[src/logic/lscr_pkg.sv]
// Summary of operation
// RL1 - select 00 loads group B level
// RL2 - select 01 loads group A level
// RL3 - codes 0-9: 0.1 mA steps
// RL4 - codes 10-31: 1.1 mA steps to 25.2
// RL5 - enable register bit 4 open-lamp detect
// RL6 - bits 3..0 enable B1, B2, A1-A3, A4
// RL7 - pump mode 00 automatic 1x/1.5x
// RL8 - pump mode 11 shutdown, sinks off
// RL9 - pump mode 10 forces 1x
// RL10 - pump mode 01 forces 1.5x
// RL11 - aux dim 20/40/70/100 percent steps
// RL12 - aux bit 0 enables aux sink
// RL13 - data byte: ack, select, payload
// RL14 - bytes arrive msb first
// RL15 - valid only with address match, 16 bits
// RL16 - update selected register at frame end
// RL17 - no read-back, only acknowledge returned
package lscr_pkg;
   // ------------------------------------------------------------
   // data byte layout
   // ------------------------------------------------------------
   localparam int LSCR_ACK_BIT = 7;
   localparam int LSCR_SEL_HI = 6;
   localparam int LSCR_SEL_LO = 5;
   localparam int LSCR_PAY_HI = 4;
   localparam int LSCR_BYTE_BITS = 8;
   localparam int LSCR_FRAME_BITS = 16;

   localparam logic [1:0] LSCR_SEL_GRP_B = 2'h0;
   localparam logic [1:0] LSCR_SEL_GRP_A = 2'h1;
   localparam logic [1:0] LSCR_SEL_ENABLE = 2'h2;
   localparam logic [1:0] LSCR_SEL_AUX = 2'h3;

   // ------------------------------------------------------------
   // field positions
   // ------------------------------------------------------------
   localparam int LSCR_OLD_BIT = 4;
   localparam int LSCR_B1_BIT = 3;
   localparam int LSCR_B2_BIT = 2;
   localparam int LSCR_A13_BIT = 1;
   localparam int LSCR_A4_BIT = 0;
   localparam int LSCR_MODE_HI = 4;
   localparam int LSCR_MODE_LO = 3;
   localparam int LSCR_DIM_A_BIT = 2;
   localparam int LSCR_DIM_B_BIT = 1;
   localparam int LSCR_AUXEN_BIT = 0;

   // ------------------------------------------------------------
   // reset values and current table
   // ------------------------------------------------------------
   localparam logic [4:0] LSCR_REG_RST = 5'h00;
   localparam logic [4:0] LSCR_LIN_LAST = 5'h09;
   // current in units of 0.1 mA
   localparam logic [7:0] LSCR_LIN_STEP = 8'h01;
   localparam logic [7:0] LSCR_HI_STEP = 8'h0B;
   localparam logic [7:0] LSCR_BASE = 8'h01;
   localparam logic [7:0] LSCR_AT_LIN_LAST = 8'h0A;
   // aux dimming in percent
   localparam logic [6:0] LSCR_DIM_20 = 7'h14;
   localparam logic [6:0] LSCR_DIM_40 = 7'h28;
   localparam logic [6:0] LSCR_DIM_70 = 7'h46;
   localparam logic [6:0] LSCR_DIM_100 = 7'h64;

   typedef enum logic [1:0] {LSCR_PUMP_AUTO, LSCR_PUMP_X15, LSCR_PUMP_X1, LSCR_PUMP_OFF}
      lscr_pump_t;

   typedef struct packed {
      logic valid;
      logic ack_request;
      logic [1:0] reg_select;
      logic [4:0] payload;
   } lscr_frame_t;

   typedef struct packed {
      logic [7:0] first_group_ma10;
      logic [7:0] second_group_ma10;
      logic sink_b1_en;
      logic sink_b2_en;
      logic sinks_a1_a3_en;
      logic fourth_a_sink_en;
      logic open_lamp_detect_en;
      lscr_pump_t pump_mode;
      logic [6:0] aux_dim_pct;
      logic aux_sink_en;
   } lscr_ctrl_t;
endpackage : lscr_pkg

[src/logic/lscr_frame_cap.sv]
`timescale 1ns/1ps
`default_nettype none
// collects the 16 already-detected bits of one frame, msb first
module lscr_frame_cap
   import lscr_pkg::*;
#(
   parameter logic [7:0] DEV_ADDR = 8'h5A // arbitrary value
)(
   input wire logic clk,
   input wire logic srst,
   input wire logic bit_valid,
   input wire logic bit_value,
   input wire logic frame_end,
   output var lscr_frame_t frame
);
   typedef struct packed {
      logic [15:0] shift;
      logic [4:0] count;
      lscr_frame_t frame;
   } lscr_cap_t;

   lscr_cap_t s_q;
   lscr_cap_t s_d;

   always_comb
   begin
      s_d = s_q;
      s_d.frame.valid = 1'b0;
      if (bit_valid)
      begin
         s_d.shift = {s_q.shift[14:0], bit_value}; // see RL14
         if (s_q.count != 5'(LSCR_FRAME_BITS + 1))
         begin
            s_d.count = s_q.count + 5'h01;
         end
      end
      if (frame_end)
      begin
         // extra bits poison the frame; a short one never reaches 16
         if (s_q.count == 5'(LSCR_FRAME_BITS) && s_q.shift[15:8] == DEV_ADDR) // see RL15
         begin
            s_d.frame.valid = 1'b1;
            s_d.frame.ack_request = s_q.shift[LSCR_ACK_BIT]; // see RL13
            s_d.frame.reg_select = s_q.shift[LSCR_SEL_HI:LSCR_SEL_LO];
            s_d.frame.payload = s_q.shift[LSCR_PAY_HI:0];
         end
         s_d.count = 5'h00;
      end
   end

   always_ff @(posedge clk)
   begin
      if (srst)
      begin
         s_q <= '0;
      end
      else
      begin
         s_q <= s_d;
      end
   end

   assign frame = s_q.frame;

   property p_short_rejected;
      @(posedge clk) disable iff (srst)
      (frame_end && s_q.count != 5'(LSCR_FRAME_BITS)) |=> !frame.valid;
   endproperty
   a_short_rejected: assert property (p_short_rejected) // see RL15
      else $error("frame with wrong bit count accepted");

   property p_addr_rejected;
      @(posedge clk) disable iff (srst)
      (frame_end && s_q.shift[15:8] != DEV_ADDR) |=> !frame.valid;
   endproperty
   a_addr_rejected: assert property (p_addr_rejected) // see RL15
      else $error("frame with foreign address accepted");
endmodule : lscr_frame_cap
`default_nettype wire

[src/logic/lscr_regs.sv]
`timescale 1ns/1ps
`default_nettype none
module lscr_regs
   import lscr_pkg::*;
#(
   parameter logic [7:0] DEV_ADDR = 8'h5A // arbitrary value
)(
   input wire logic clk,
   input wire logic srst,
   input wire logic bit_valid,
   input wire logic bit_value,
   input wire logic frame_end,
   output var lscr_ctrl_t ctrl,
   output logic ack_strobe
);
   // ------------------------------------------------------------
   // helpers
   // ------------------------------------------------------------
   function automatic logic [7:0] level_to_ma10(input logic [4:0] code);
      logic [7:0] c;
      c = {3'h0, code};
      if (code <= LSCR_LIN_LAST)
         return LSCR_BASE + c * LSCR_LIN_STEP; // see RL3
      else
         return 8'(LSCR_AT_LIN_LAST + (c - {3'h0, LSCR_LIN_LAST}) * LSCR_HI_STEP); // see RL4
   endfunction : level_to_ma10

   function automatic logic [6:0] dim_pct(input logic a, input logic b);
      unique case ({a, b}) // see RL11
         2'b00: return LSCR_DIM_20;
         2'b10: return LSCR_DIM_40;
         2'b01: return LSCR_DIM_70;
         default: return LSCR_DIM_100;
      endcase
   endfunction : dim_pct

   // ------------------------------------------------------------
   // state
   // ------------------------------------------------------------
   typedef struct packed {
      logic [4:0] grp_b;
      logic [4:0] grp_a;
      logic [4:0] enable;
      logic [4:0] aux;
      lscr_ctrl_t ctrl;
      logic ack;
   } lscr_st_t;

   lscr_st_t s_q;
   lscr_st_t s_d;
   lscr_frame_t frame;

   lscr_frame_cap #(.DEV_ADDR(DEV_ADDR)) u_cap (
      .clk(clk),
      .srst(srst),
      .bit_valid(bit_valid),
      .bit_value(bit_value),
      .frame_end(frame_end),
      .frame(frame)
   );

   always_comb
   begin
      s_d = s_q;
      s_d.ack = 1'b0;
      if (frame.valid) // see RL16
      begin
         s_d.ack = frame.ack_request; // see RL17
         unique case (frame.reg_select)
            LSCR_SEL_GRP_B: s_d.grp_b = frame.payload; // see RL1
            LSCR_SEL_GRP_A: s_d.grp_a = frame.payload; // see RL2
            LSCR_SEL_ENABLE: s_d.enable = frame.payload;
            LSCR_SEL_AUX: s_d.aux = frame.payload;
         endcase
      end
      s_d.ctrl.first_group_ma10 = level_to_ma10(s_d.grp_a);
      s_d.ctrl.second_group_ma10 = level_to_ma10(s_d.grp_b);
      s_d.ctrl.open_lamp_detect_en = s_d.enable[LSCR_OLD_BIT]; // see RL5
      unique case (s_d.aux[LSCR_MODE_HI:LSCR_MODE_LO])
         2'b00: s_d.ctrl.pump_mode = LSCR_PUMP_AUTO; // see RL7
         2'b01: s_d.ctrl.pump_mode = LSCR_PUMP_X15; // see RL10
         2'b10: s_d.ctrl.pump_mode = LSCR_PUMP_X1; // see RL9
         2'b11: s_d.ctrl.pump_mode = LSCR_PUMP_OFF; // see RL8
      endcase
      // shutdown gates every sink, register contents survive it
      s_d.ctrl.sink_b1_en = s_d.enable[LSCR_B1_BIT] && s_d.ctrl.pump_mode != LSCR_PUMP_OFF; // see RL6
      s_d.ctrl.sink_b2_en = s_d.enable[LSCR_B2_BIT] && s_d.ctrl.pump_mode != LSCR_PUMP_OFF;
      s_d.ctrl.sinks_a1_a3_en = s_d.enable[LSCR_A13_BIT] && s_d.ctrl.pump_mode != LSCR_PUMP_OFF;
      s_d.ctrl.fourth_a_sink_en = s_d.enable[LSCR_A4_BIT] && s_d.ctrl.pump_mode != LSCR_PUMP_OFF;
      s_d.ctrl.aux_dim_pct = dim_pct(s_d.aux[LSCR_DIM_A_BIT], s_d.aux[LSCR_DIM_B_BIT]);
      s_d.ctrl.aux_sink_en = s_d.aux[LSCR_AUXEN_BIT] && s_d.ctrl.pump_mode != LSCR_PUMP_OFF; // see RL12
   end

   always_ff @(posedge clk)
   begin
      if (srst)
      begin
         s_q <= '0;
         s_q.ctrl.first_group_ma10 <= LSCR_BASE;
         s_q.ctrl.second_group_ma10 <= LSCR_BASE;
         s_q.ctrl.aux_dim_pct <= LSCR_DIM_20;
      end
      else
      begin
         s_q <= s_d;
      end
   end

   assign ctrl = s_q.ctrl;
   assign ack_strobe = s_q.ack;

   // ------------------------------------------------------------
   // checks
   // ------------------------------------------------------------
   property p_grp_b;
      @(posedge clk) disable iff (srst)
      (frame.valid && frame.reg_select == LSCR_SEL_GRP_B) |=> s_q.grp_b == $past(frame.payload);
   endproperty
   a_grp_b: assert property (p_grp_b) // see RL1
      else $error("group b level not loaded");

   property p_grp_a;
      @(posedge clk) disable iff (srst)
      (frame.valid && frame.reg_select == LSCR_SEL_GRP_A) |=> s_q.grp_a == $past(frame.payload)
         && $stable(s_q.grp_b);
   endproperty
   a_grp_a: assert property (p_grp_a) // see RL2
      else $error("group a level not loaded or b disturbed");

   property p_lin;
      @(posedge clk) disable iff (srst)
      (s_q.grp_a <= LSCR_LIN_LAST) |-> ctrl.first_group_ma10 == 8'(s_q.grp_a) + 8'h01;
   endproperty
   a_lin: assert property (p_lin) // see RL3
      else $error("low range current wrong");

   property p_top;
      @(posedge clk) disable iff (srst)
      (s_q.grp_b == 5'h1F) |-> ctrl.second_group_ma10 == 8'hFC;
   endproperty
   a_top: assert property (p_top) // see RL4
      else $error("top code not 25.2 mA");

   property p_old;
      @(posedge clk) disable iff (srst)
      ctrl.open_lamp_detect_en == s_q.enable[4];
   endproperty
   a_old: assert property (p_old) // see RL5
      else $error("open lamp detect mismatch");

   property p_off;
      @(posedge clk) disable iff (srst)
      (s_q.aux[4:3] == 2'b11) |-> !(ctrl.sink_b1_en || ctrl.sink_b2_en || ctrl.sinks_a1_a3_en
         || ctrl.fourth_a_sink_en || ctrl.aux_sink_en);
   endproperty
   a_off: assert property (p_off) // see RL8
      else $error("sink on in shutdown");

   property p_b1;
      @(posedge clk) disable iff (srst)
      (s_q.aux[4:3] != 2'b11) |-> ctrl.sink_b1_en == s_q.enable[3] && ctrl.fourth_a_sink_en == s_q.enable[0];
   endproperty
   a_b1: assert property (p_b1) // see RL6
      else $error("sink enable mismatch");

   property p_x1;
      @(posedge clk) disable iff (srst)
      (s_q.aux[4:3] == 2'b10) |-> ctrl.pump_mode == LSCR_PUMP_X1;
   endproperty
   a_x1: assert property (p_x1) // see RL9
      else $error("forced 1x not applied");

   property p_dim;
      @(posedge clk) disable iff (srst)
      (s_q.aux[2:1] == 2'b01) |-> ctrl.aux_dim_pct == 7'h46;
   endproperty
   a_dim: assert property (p_dim) // see RL11
      else $error("aux dim 70 percent wrong");

   property p_ack;
      @(posedge clk) disable iff (srst)
      ack_strobe |-> $past(frame.valid) && $past(frame.ack_request);
   endproperty
   a_ack: assert property (p_ack) // see RL17
      else $error("ack without valid request");
endmodule : lscr_regs
`default_nettype wire

[config.mk]
export PLATFORM = sky130hd
export DESIGN_NAME = lscr_regs
export DESIGN_NICKNAME = d
export VERILOG_FILES = /design/src/logic/lscr_pkg.sv /design/src/logic/lscr_frame_cap.sv /design/src/logic/lscr_regs.sv
export SDC_FILE = /design/constraint.sdc
export NUM_CORES = 1
export LEC_CHECK = 0
export BUFFER_PORTS_ARGS = -buffer_cell sky130_fd_sc_hd__buf_2
export CAP_MARGIN = 20
export CORE_UTILIZATION = 45
export DETAILED_ROUTE_END_ITERATION = 10
export HOLD_SLACK_MARGIN = 0.15
export PLACE_DENSITY = 0.72
export SETUP_SLACK_MARGIN = 0.3
export SKIP_CTS_REPAIR_TIMING = 1
export SLEW_MARGIN = 20
export SYNTH_ARGS = -nofsm -noshare
export SYNTH_HDL_FRONTEND = slang
export SYNTH_HIERARCHICAL = 1
export SYNTH_SLANG_ARGS = --single-unit
[constraint.sdc]
create_clock -name clk -period 6 [get_ports clk]
set_input_delay 0.6 -clock clk [delete_from_list [all_inputs] [get_ports clk]]
set_output_delay 0.6 -clock clk [all_outputs]
set_load 0.05 [all_outputs]
Word level (Yosys, flattened, before mapping)
Index checks and enable logic that the tools add are counted.

Register bits after elaboration: 82. Input bits: 5. Output and inout port bits: 32. Word-level logic and storage cells: 70.

Add/subtract/negate cells: 7. Multipliers: 2. Order comparisons: 2. Equality and inequality tests: 12. Multiplexer cells: 10. Bitwise logic cells: 2. Reductions and logical operators: 14.

Operators by type and width (count): $pmux W7 S3 (1); $mux W20 (1); $mux W5 (4); $add A4 B8 Y8 const A (2); $mul A6 B5 Y8 const B (2); $mux W8 (2); $add A1 B5 Y6 const A (2); $sub A5 B4 Y6 const B (2); $eq A2 B2 Y1 const B (5); $le A5 B4 Y1 const B (2); $mux W9 (1); $eq A8 B7 Y1 const B (1); $pmux W2 S4 (1); $eq A2 B1 Y1 const B (3); $logic_and A1 B1 Y1 (6); $logic_not A2 Y1 (3); $reduce_or A2 Y1 (3); $add A5 B1 Y5 const B (1); $eq A5 B5 Y1 const B (1); $ne A5 B5 Y1 const B (1); $reduce_and A2 Y1 (2); $ne A2 B2 Y1 const B (1); $not A1 Y1 (2).

Depth between registers and ports, before layout
Gate-level depths: netlist of the first run.

Depth in word-level cells: 7. Mapped depth: 20. Gate-level depth less buffers: 17.

Cells and area by module
Netlist of the first run, hierarchy kept.

Modules (own cells, without submodules): lscr_regs (times used 1, cells an instance 295, area each 2896.5 um^2, seq. area each 980.9 um^2); lscr_frame_cap (times used 1, cells an instance 135, area each 1352.5 um^2, seq. area each 600.6 um^2).

Worst setup path after synthesis of the first run
OpenSTA, ideal clock, no wires.

Path kind: register to register. Start: register u_cap.s_q, in the netlist u_cap/frame[8]. End: register ctrl[22] (netlist name). Library setup time: 118 ps. Data arrival time: 4148 ps. Required time: 5882 ps. Setup slack: 1733 ps. Cell stages (with the launch flop): 20. Buffers on the path: 3. Clock period less this slack: 4267 ps. Path through: dfxtp_1 -> buf_4 -> buf_2 -> nor3b_4 -> buf_4 -> mux2_2 -> inv_1 -> ha_1 -> a21oi_1 -> xor2_1 -> ha_1 -> xnor2_1 -> fa_1 -> inv_1 -> fa_1 -> nand2b_1 -> a21oi_1 -> xnor2_1 -> nand3_1 -> nor3b_2.

RTL lines: start, declared (RTL line lscr_frame_cap.sv:22) `lscr_cap_t s_q;`; start signal, assigned (RTL line lscr_frame_cap.sv:55) `s_q <= '0;`; start signal, assigned (RTL line lscr_frame_cap.sv:59) `s_q <= s_d;`.

==> results.txt, run 1 <==
Worst hold slack - 0.462 ns
PwrDens - 211 nW/um^2
Clock Tree Buf Depth - 2
Post-Synth Adder-Cell Area - 0.133
DRT Wirelength - 6690 microns
Max Slew Vio Count - 0
Top_reg_cell synth - dfxtp_1
Clock transition at path regs - 0.08 ns
Vias - 2663
Mux share of post-synthesis cell area - 0.125
Req. time, crit path - 6.23 ns
Clk Latency, worst-skew pair - 0.34 ns
Die area - 9830 sq um
Synth Area in Compound Gates - 0.0486
Placed Area - 4220 sq um
Vias in the first global route - 2545
Crit path arrival time - 4.82 ns
Worst setup path start - u_cap/frame[8]
Type of the worst setup path - reg -> reg
Warnings, synthesis - 6
Max Cap Viol - 0
Skew final - 0.0114 ns
Post-synthesis instance total - 430
Largest net degree at the start of global routing - 69
Critical R2R Launch - u_cap/frame[8]
Average size of a mapped cell - 9.88 sq um
Static leakage - 0.00199 uW
EDFF count, synth - 0
Minimum clock period - 4.59 ns
DRC - 0
DR WL/cell - 12.4 microns
Global-route wire length before repair - 11600 microns
Hold path start - frame_end
CTS tree - yes
Synth-to-Final Area Change - 3.89%
Crit path capture type - flop
Routability congestion estimate - 0.784
Measured slew at the worst slew-check pin - 0.715 ns
Antenna viol nets, final - 0
DR iter-0 viols - 51
Post-synthesis xor/xnor area fraction - 0.0536
Setup TNS - 0 ns
Largest family of logic cells by synthesized area - simple AND/OR/NAND/NOR gates
Core ar. - 9200 sq um
Synth Area in Simple Gates - 0.161
Min-delay worst type - in -> reg
Unrepaired setup endpoints after global routing - no
Antenna violations before repair - 0
Crit path launch type - flop
Post-DP HPWL - 4950 microns
Drt via density - 4.92
Final hold viol count - 0
Pre-antenna DRT Iters - 4
Inserted Clock Buffers - 9
Distinct cells, synth - 49
Max Fclk - 218 MHz
Layout cells sized above 1 - 0.158
Slew HR - 0.520
Total Routing Usage GR - 0.147
IO Count - 37
Clock tree sinks - 79
Worst vdd ir - 162 uV
Final instance area - 4410 sq um
DIE HEIGHT - 99.2 microns
Post-synthesis register bit count - 79
Buffers on Ports - 35
Outcome - finished, final reports clean
Share of the yosys chip area belonging to registers - 0.372
Layout net count - 471
Antenna fix cells - 0
H-tree depth - 3
Ys async rst share - 0
Die W - 99.2 microns
Setup violators final - 0
Core Rows - 35
Total chip power - 929 uW
Max Fanout on Critical Path - 13
Final Cycle Share - 0.765
Synthesized cell area - 4250 sq um
Initial Util - 0.462
Syn_nets - 476
Grt ovf - 0
Root Buffer Master - clkbuf_8
[cell families after synthesis]
family                   after synthesis
XOR/XNOR                              26
buffers and inverters                 77
adder cells (fa/ha/maj)               41
flip-flops                            79
AND/OR/NAND/NOR                      125
other                                  1
AO/OA/AOI/OAI                         29
multiplexers                          52
[layer usage]
layer  up-vias  GRT usage  part of all wire  wire length, microns
li1       1379          -                 -                     -
met1      1253      0.184              0.48                  3180
met2        24      0.249              0.49                  3290
met3         7     0.0358             0.024                   161
met4         0     0.0486            0.0082                    55
met5         -          0                 0                     0
[power breakdown]
| group | total [uW] | switching (uW) | internal (uW) | leakage (uW) |
|---|---|---|---|---|
| Clock | 383 | 188 | 194 | 0.0000933 |
| Combinational | 20.6 | 13.4 | 7.29 | 0.00126 |
| Sequential | 526 | 1.07 | 525 | 0.000637 |
[cells in the final DEF (no fill, tap or decap), types with 2 or more instances in the layout]
| master | n |
|---|---|
| a21boi_0 | 4 |
| a21o_1 | 6 |
| a21oi_1 | 9 |
| a31oi_1 | 2 |
| and2_1 | 6 |
| buf_2 | 35 |
| clkbuf_8 | 9 |
| clkinvlp_4 | 2 |
| dfxtp_1 | 79 |
| fa_1 | 7 |
| ha_1 | 34 |
| inv_1 | 25 |
| inv_6 | 2 |
| mux2i_1 | 48 |
| mux2i_2 | 3 |
| nand2_1 | 5 |
| nand2b_1 | 19 |
| nand3_1 | 10 |
| nand3b_1 | 2 |
| nand4_1 | 2 |
| nor2_1 | 59 |
| nor3_1 | 6 |
| o21ai_0 | 2 |
| xnor2_1 | 16 |
| xor2_1 | 10 |
[flip-flops by register name, indices dropped and copies added, names as in the netlist]
name	flops
ctrl	28
u_cap/s_q	21
s_q	20
u_cap/frame	9
ack_strobe	1
[metrics by stage]
stage	setup slack [ns]	std cells	util
5_1_grt	1.05	541	0.480
6_report	1.41	541	0.480
4_1_cts	1.39	541	0.480
3_3_place_gp	1.48	525	0.459
2_1_floorplan	1.73	430	-
3_5_place_dp	1.41	525	0.459
[synthesized netlist by cell type (3+ instances only)]
master,n,area share
a21boi_0,4,0.0071
buf_4,41,0.072
inv_1,25,0.022
a21oi_1,9,0.011
clkbuf_1,7,0.0062
dfxtp_1,79,0.37
nand2_1,5,0.0044
nand2b_1,19,0.028
a21o_1,6,0.011
and2_1,6,0.0088
nand3_1,10,0.012
nor3_1,6,0.0071
nor2_1,59,0.052
xnor2_1,16,0.033
fa_1,7,0.033
mux2i_1,48,0.11
ha_1,34,0.10
mux2i_2,3,0.0097
xor2_1,10,0.021
[worst max-delay path, cell delays in order, from the launching register on]
cell and delay (ns):
dfxtp_1 0.42, nor3b_4 0.58, mux2_2 0.45, inv_1 0.16, ha_1 0.26, a21oi_1 0.10, xor2_1 0.19, ha_1 0.35
xnor2_1 0.16, fa_1 0.57, inv_1 0.07, fa_1 0.44, nand2b_1 0.16, a21oi_1 0.17, xnor2_1 0.16, nand3_1 0.09
nor3b_2 0.16
[area by class of cell]
class	count	area, sq um
fill	870	4780
multi-input combinational	274	2220
sequential	79	1580
timing repair buffer	36	183
tap	111	139
clock buffer	10	128
inverter	25	93.8
clock inverter	6	67.6
[path summary, 6_finish.rpt]
check | depth (start not counted) | to | slack, ns
setup / recovery | 16 | ctrl[22] | 1.41
hold / removal | 2 | u_cap/s_q[13] | 0.46
setup reg to reg | 16 | ctrl[22] | 1.41
hold reg to reg | 2 | u_cap/frame[5] | 0.50
No activity file was read; power rests on OpenSTA's default activity.
==> inputs of run 2 (changes only) <==
- PLACE_DENSITY: 0.72 -> 0.74
- clock period: 6 -> 4.2 ns (I/O delays scaled with it)
==> run 2 against run 1 <==
Effect of this change: setup slack got worse by 0.96 ns; critical path depth increased by 1; critical path type unchanged; die area unchanged; sequential share of layout area decreased by 2.8 points; highest routed layer unchanged; clock skew decreased by 0.0025 ns; total power increased by 50%.
==> results.txt, run 2 (synthesis results as in run 1) <==
Outcome - finished, final reports clean
Worst Hold End - u_cap/s_q[13]
Worst vdd ir - 222 uV
Core Rows - 35
Crit path arrival time - 4.00 ns
Pre-antenna DRT Iters - 4
Antenna violations before repair - 0
Max Fanout on Critical Path - 5
Min-delay worst type - in -> reg
Most common cell after layout, fill and taps aside - dfxtp_1
Layout net count - 496
Total Routing Usage GR - 0.156
Buffers on Ports - 35
Global-route met2 utilization - 0.273
Die W - 99.2 microns
Root Buffer Master - clkbuf_8
Post-DP HPWL - 4880 microns
Clk Latency, worst-skew pair - 0.36 ns
Grt ovf - 0
Synth-to-Final Area Change - 13.4%
Clock tree sinks - 79
Unrepaired setup endpoints after global routing - no
Hold Path Cell Cnt - 2
Minimum clock period - 3.75 ns
Hold path start - frame_end
Top Registers - ctrl: 28 flops, u_cap/s_q: 21 flops, s_q: 20 flops
Global routing met1 resource utilization - 0.182
Gr busiest metal - met2
Max Slew Vio Count - 0
Layout cells sized above 1 - 0.255
Clock transition at path regs - 0.08 ns
Most frequent cells in the layout - dfxtp_1 (76), nor2_1 (59), mux2i_1 (44)
H-tree depth - 3
Drt via density - 4.97
Top reg by flops - ctrl
Placed Instances - 535
Clock Tree Buf Depth - 2
Die area - 9830 sq um
Global-route wire length before repair - 12100 microns
R2r endpoint - ctrl[22]
Measured slew at the worst slew-check pin - 0.735 ns
Setup violators final - 0
Type of the worst setup path - reg -> reg
Fin util - 0.524
DR WL/cell - 12.8 microns
Max reg flops - 28
Slew HR - 0.507
Routability congestion estimate - 0.814
Fin cells - 566
DR iter-0 viols - 114
Antenna viol nets, final - 0
Worst reg2reg setup slack - 0.45 ns
PwrDens - 289 nW/um^2
Skew final - 0.00891 ns
Crit path launch type - flop
Max Fclk - 267 MHz
Antenna fix cells - 0
Crit path capture type - flop
Static leakage - 0.00220 uW
DRT Wirelength - 7260 microns
Vias - 2815
Inserted Clock Buffers - 9
Setup TNS - 0 ns
CTS tree - yes
Initial Util - 0.462
Max Cap Viol - 0
DIE HEIGHT - 99.2 microns
GR Util met3 - 0.0387
Vias in the first global route - 2715
Core ar. - 9200 sq um
Final hold viol count - 0
IO Count - 37
Final Cycle Share - 0.893
Req. time, crit path - 4.45 ns
Critical R2R Launch - u_cap/frame[8]
DRC - 0
R2R depth - 17
Largest net degree at the start of global routing - 56
-- run 2: cell types whose count changed in the layout (fill, tap and decap cells not counted), moves of 3 or more --
| cell | delta |
|---|---|
| dfxtp_4 | +3 |
| mux2i_1 | -4 |
| dfxtp_1 | -3 |
| buf_4 | +25 |
| ha_1 | -4 |
| mux2i_4 | +5 |
| a21oi_1 | -3 |
| xnor2_2 | +3 |
| xnor2_1 | -3 |
| ha_4 | +3 |
-- run 2: per-stage QoR --
stage / power [uW] / hold WS (ns) / setup WS [ns] / cell area [sq um]
2_1_floorplan: 794 / 0.449 / 0.301 / 4310
3_3_place_gp: 799 / 0.460 / 0.375 / 4350
3_5_place_dp: 799 / 0.476 / 0.259 / 4350
4_1_cts: 1410 / 0.258 / 0.227 / 4560
5_1_grt: 1440 / 0.273 / 0.271 / 4820
6_report: 1390 / 0.277 / 0.448 / 4820
-- run 2: per-layer routing --
layer  vias to the layer above  routed length, microns
li1                       1438                       -
met1                      1325                    3250
met2                        39                    3700
met3                        13                     193
met4                         0                     122
met5                         -                       0
-- run 2: where the power goes --
group	internal [uW]	switching (uW)
combinational	10.3	19.4
sequential	748	1.60
clock	336	276
total	1090	297
-- run 2: area by class of cell --
cell class,instances,area [sq um]
fillers,807,4380
multi-input cells,274,2410
repair buffers,61,370
clock buffers,11,131
clock inverters,5,81.3
well taps,111,139
flip-flops and latches,79,1590
inverters,25,98.8
-- run 2: worst max-delay path: stages (launching register included) --
cell	delay, ns
dfxtp_4	0.37
nor3b_4	0.20
buf_4	0.14
mux2_4	0.33
inv_6	0.09
ha_4	0.15
a21oi_2	0.06
xor2_1	0.24
ha_1	0.31
xnor2_2	0.16
fa_1	0.55
inv_2	0.05
fa_2	0.35
nand2b_4	0.15
a21oi_4	0.13
xnor2_2	0.14
nand3_1	0.08
nor3b_2	0.15
-- run 2: worst max path at each step --
stage                         from  slack (ns)  cells past startpoint       end
finish              u_cap/frame[8]        0.45                     17  ctrl[22]
global route        u_cap/frame[8]        0.27                     17  ctrl[22]
CTS                 u_cap/frame[8]        0.23                     16  ctrl[22]
detailed placement  u_cap/frame[8]        0.26                     16  ctrl[22]
global placement    u_cap/frame[8]        0.37                     16  ctrl[22]
floorplan           u_cap/frame[8]        0.30                     20  ctrl[22]
==> inputs of run 3 (changes only) <==
- PLACE_DENSITY: 0.74 -> 0.75
- SYNTH_HIERARCHICAL: 1 -> not set
==> run 3 against run 2 <==
Effect of this change: the run now ends with design-rule violations left; die area decreased by 2.7%; register-to-register slack got worse by 0.05 ns; critical path depth decreased by 2; flip-flop and latch count unchanged; combinational power decreased by 7.1%; final area decreased by 1.4%; first-iteration DRC count decreased by 13%; critical path type unchanged; critical endpoint is now ctrl[30].
==> results.txt, run 3 <==
Synth-to-Final Area Change - 15.0%
Global-route wire length before repair - 12300 microns
Pre-antenna DRT Iters - 7
Max Fclk - 263 MHz
H-tree depth - 3
Worst setup path start - u_cap.frame[6]
Die area - 9570 sq um
Req. time, crit path - 4.47 ns
Area contributors post-synth - dfxtp_1 (38%), mux2i_1 (12%), ha_1 (9.1%)
Global-route met2 utilization - 0.277
Largest net degree at the start of global routing - 34
CP max stage cell - fa_1
EDFF count, synth - 0
Fillers - 797
Warnings, synthesis - 0
DRT Wirelength - 7510 microns
CP cell instances - nand3b_4 -> mux2i_4 -> and2b_2 -> xor2_2 -> ha_1 -> ha_1 -> inv_1 -> fa_1 -> inv_1 -> ha_4 -> nand2b_1 -> a21oi_2 -> xor2_2 -> mux2_4 -> nor4_2
Slew HR - 0.600
Crit path max-delay family - adder cells
Max Cap Viol - 0
Drt via density - 5.04
Inserted Clock Buffers - 9
Post-DP HPWL - 5260 microns
Type of the worst setup path - reg -> reg
Area of the multi-input gates - 2370 sq um
Buffers on Ports - 35
Vias in the first global route - 2759
Post-synthesis register bit count - 79
Final Cycle Share - 0.906
Layout cells sized above 1 - 0.249
Top reg by flops - ctrl
Max reg flops - 28
Max Fanout on Critical Path - 6
Die W - 97.8 microns
Setup TNS - 0 ns
Crit path arrival time - 4.08 ns
Total chip power - 1290 uW
Total Routing Usage GR - 0.163
Synthesized cell area - 4130 sq um
Hold path start - bit_value
Crit path capture type - flop
Top Registers - ctrl: 28 flops, u_cap.s_q: 21 flops, s_q: 20 flops
Distinct cells, synth - 49
DR WL/cell - 13.2 microns
Root Buffer Master - clkbuf_8
PwrDens - 271 nW/um^2
Syn_nets - 473
Critical R2R Launch - u_cap.frame[6]
Final hold viol count - 0
Routability congestion estimate - 0.867
CP max stage delay - 0.53 ns
Core Rows - 34
Synth top area share - 0.383
Most frequent cells in the layout - dfxtp_1 (76), nor2_1 (67), mux2i_1 (43)
Clock Tree Buf Depth - 2
Crit path launch type - flop
Ys async rst share - 0
DRC - 4
Average size of a mapped cell - 9.58 sq um
Share of the yosys chip area belonging to registers - 0.383
Worst vdd ir - 185 uV
Initial Util - 0.469
Gr busiest metal - met2
Max Slew Vio Count - 0
Register area - 1590 sq um
Failing checks - design-rule violations
Clock tree sinks - 79
Top_reg_cell synth - dfxtp_1
Measured slew at the worst slew-check pin - 0.600 ns
Global routing met1 resource utilization - 0.196
Min-delay worst type - in -> reg
DIE HEIGHT - 97.8 microns
Most common cell after layout, fill and taps aside - dfxtp_1
Unrepaired setup endpoints after global routing - yes
Antenna fix cells - 0
Synth top cells by count - dfxtp_1 (79), nor2_1 (67), mux2i_1 (48)
Most frequent cell after synthesis - dfxtp_1
Core ar. - 8810 sq um
Antenna viol nets, final - 0
Post-synthesis instance total - 431
Worst hold slack - 0.302 ns
GR Util met3 - 0.0415
CP bufs+invs - 2
Minimum clock period - 3.80 ns
Clock transition at path regs - 0.08 ns
Grt ovf - 0
Outcome - complete, but fails checks
IO Count - 37
Antenna violations before repair - 0
Static leakage - 0.00222 uW
Layout net count - 499
Vias - 2872
Skew final - 0.0111 ns
Clk Latency, worst-skew pair - 0.35 ns
DR iter-0 viols - 99
Setup violators final - 0
Largest area contributor in the netlist - dfxtp_1
CTS tree - yes
## run 3: logic make-up (layout without fill, tap and decap cells)
kind of cell / count (synthesis) / count (layout) / synth area share
xor+xnor: 25 / 25 / 0.0530
fa+ha+maj: 37 / 37 / 0.125
mux: 54 / 54 / 0.134
flops: 79 / 79 / 0.383
buf+inv: 72 / 103 / 0.0957
compound gates: 30 / 30 / 0.0482
simple gates: 133 / 133 / 0.161
other cells: 1 / 1 / 0.000908
## run 3: metal layers
| metal | vias up | routed length (microns) |
|---|---|---|
| li1 | 1458 | - |
| met1 | 1350 | 3360 |
| met2 | 51 | 3730 |
| met3 | 13 | 295 |
| met4 | 0 | 131 |
| met5 | - | 0 |
## run 3: per-stage QoR
| step | std cells | setup WS (ns) | util | instance area (sq um) |
|---|---|---|---|---|
| after global routing | 570 | 0.230 | 0.540 | 4750 |
| after CTS | 561 | 0.123 | 0.509 | 4480 |
| after global placement | 545 | 0.267 | 0.489 | 4300 |
| after detailed placement | 545 | 0.161 | 0.489 | 4300 |
| after floorplan | 431 | 0.311 | - | 4170 |
| final | 570 | 0.395 | 0.540 | 4750 |
## run 3: report_power, final
part	switching, uW	internal (uW)	total, uW
combinational	19.4	8.27	27.6
sequential	1.74	748	750
clock	275	233	509
## run 3: worst min-delay path, cell delays in order
cell	delay, ns
buf_2	0.07
mux2i_1	0.06
nor2_1	0.07
## run 3: area by class of cell
class,count,share of cell area
multi-input combinational,280,0.499
sequential,79,0.335
timing repair buffer,61,0.0803
clock buffer,12,0.0306
tap,108,0.0284
inverter,26,0.0205
clock inverter,4,0.00632
## run 3: final timing paths
path,cells past startpoint,endpoint,slack [ns]
max,15,ctrl[30],0.40
min reg2reg,2,u_cap.s_q[29],0.50
max reg2reg,15,ctrl[30],0.40
min,3,u_cap.s_q[14],0.30
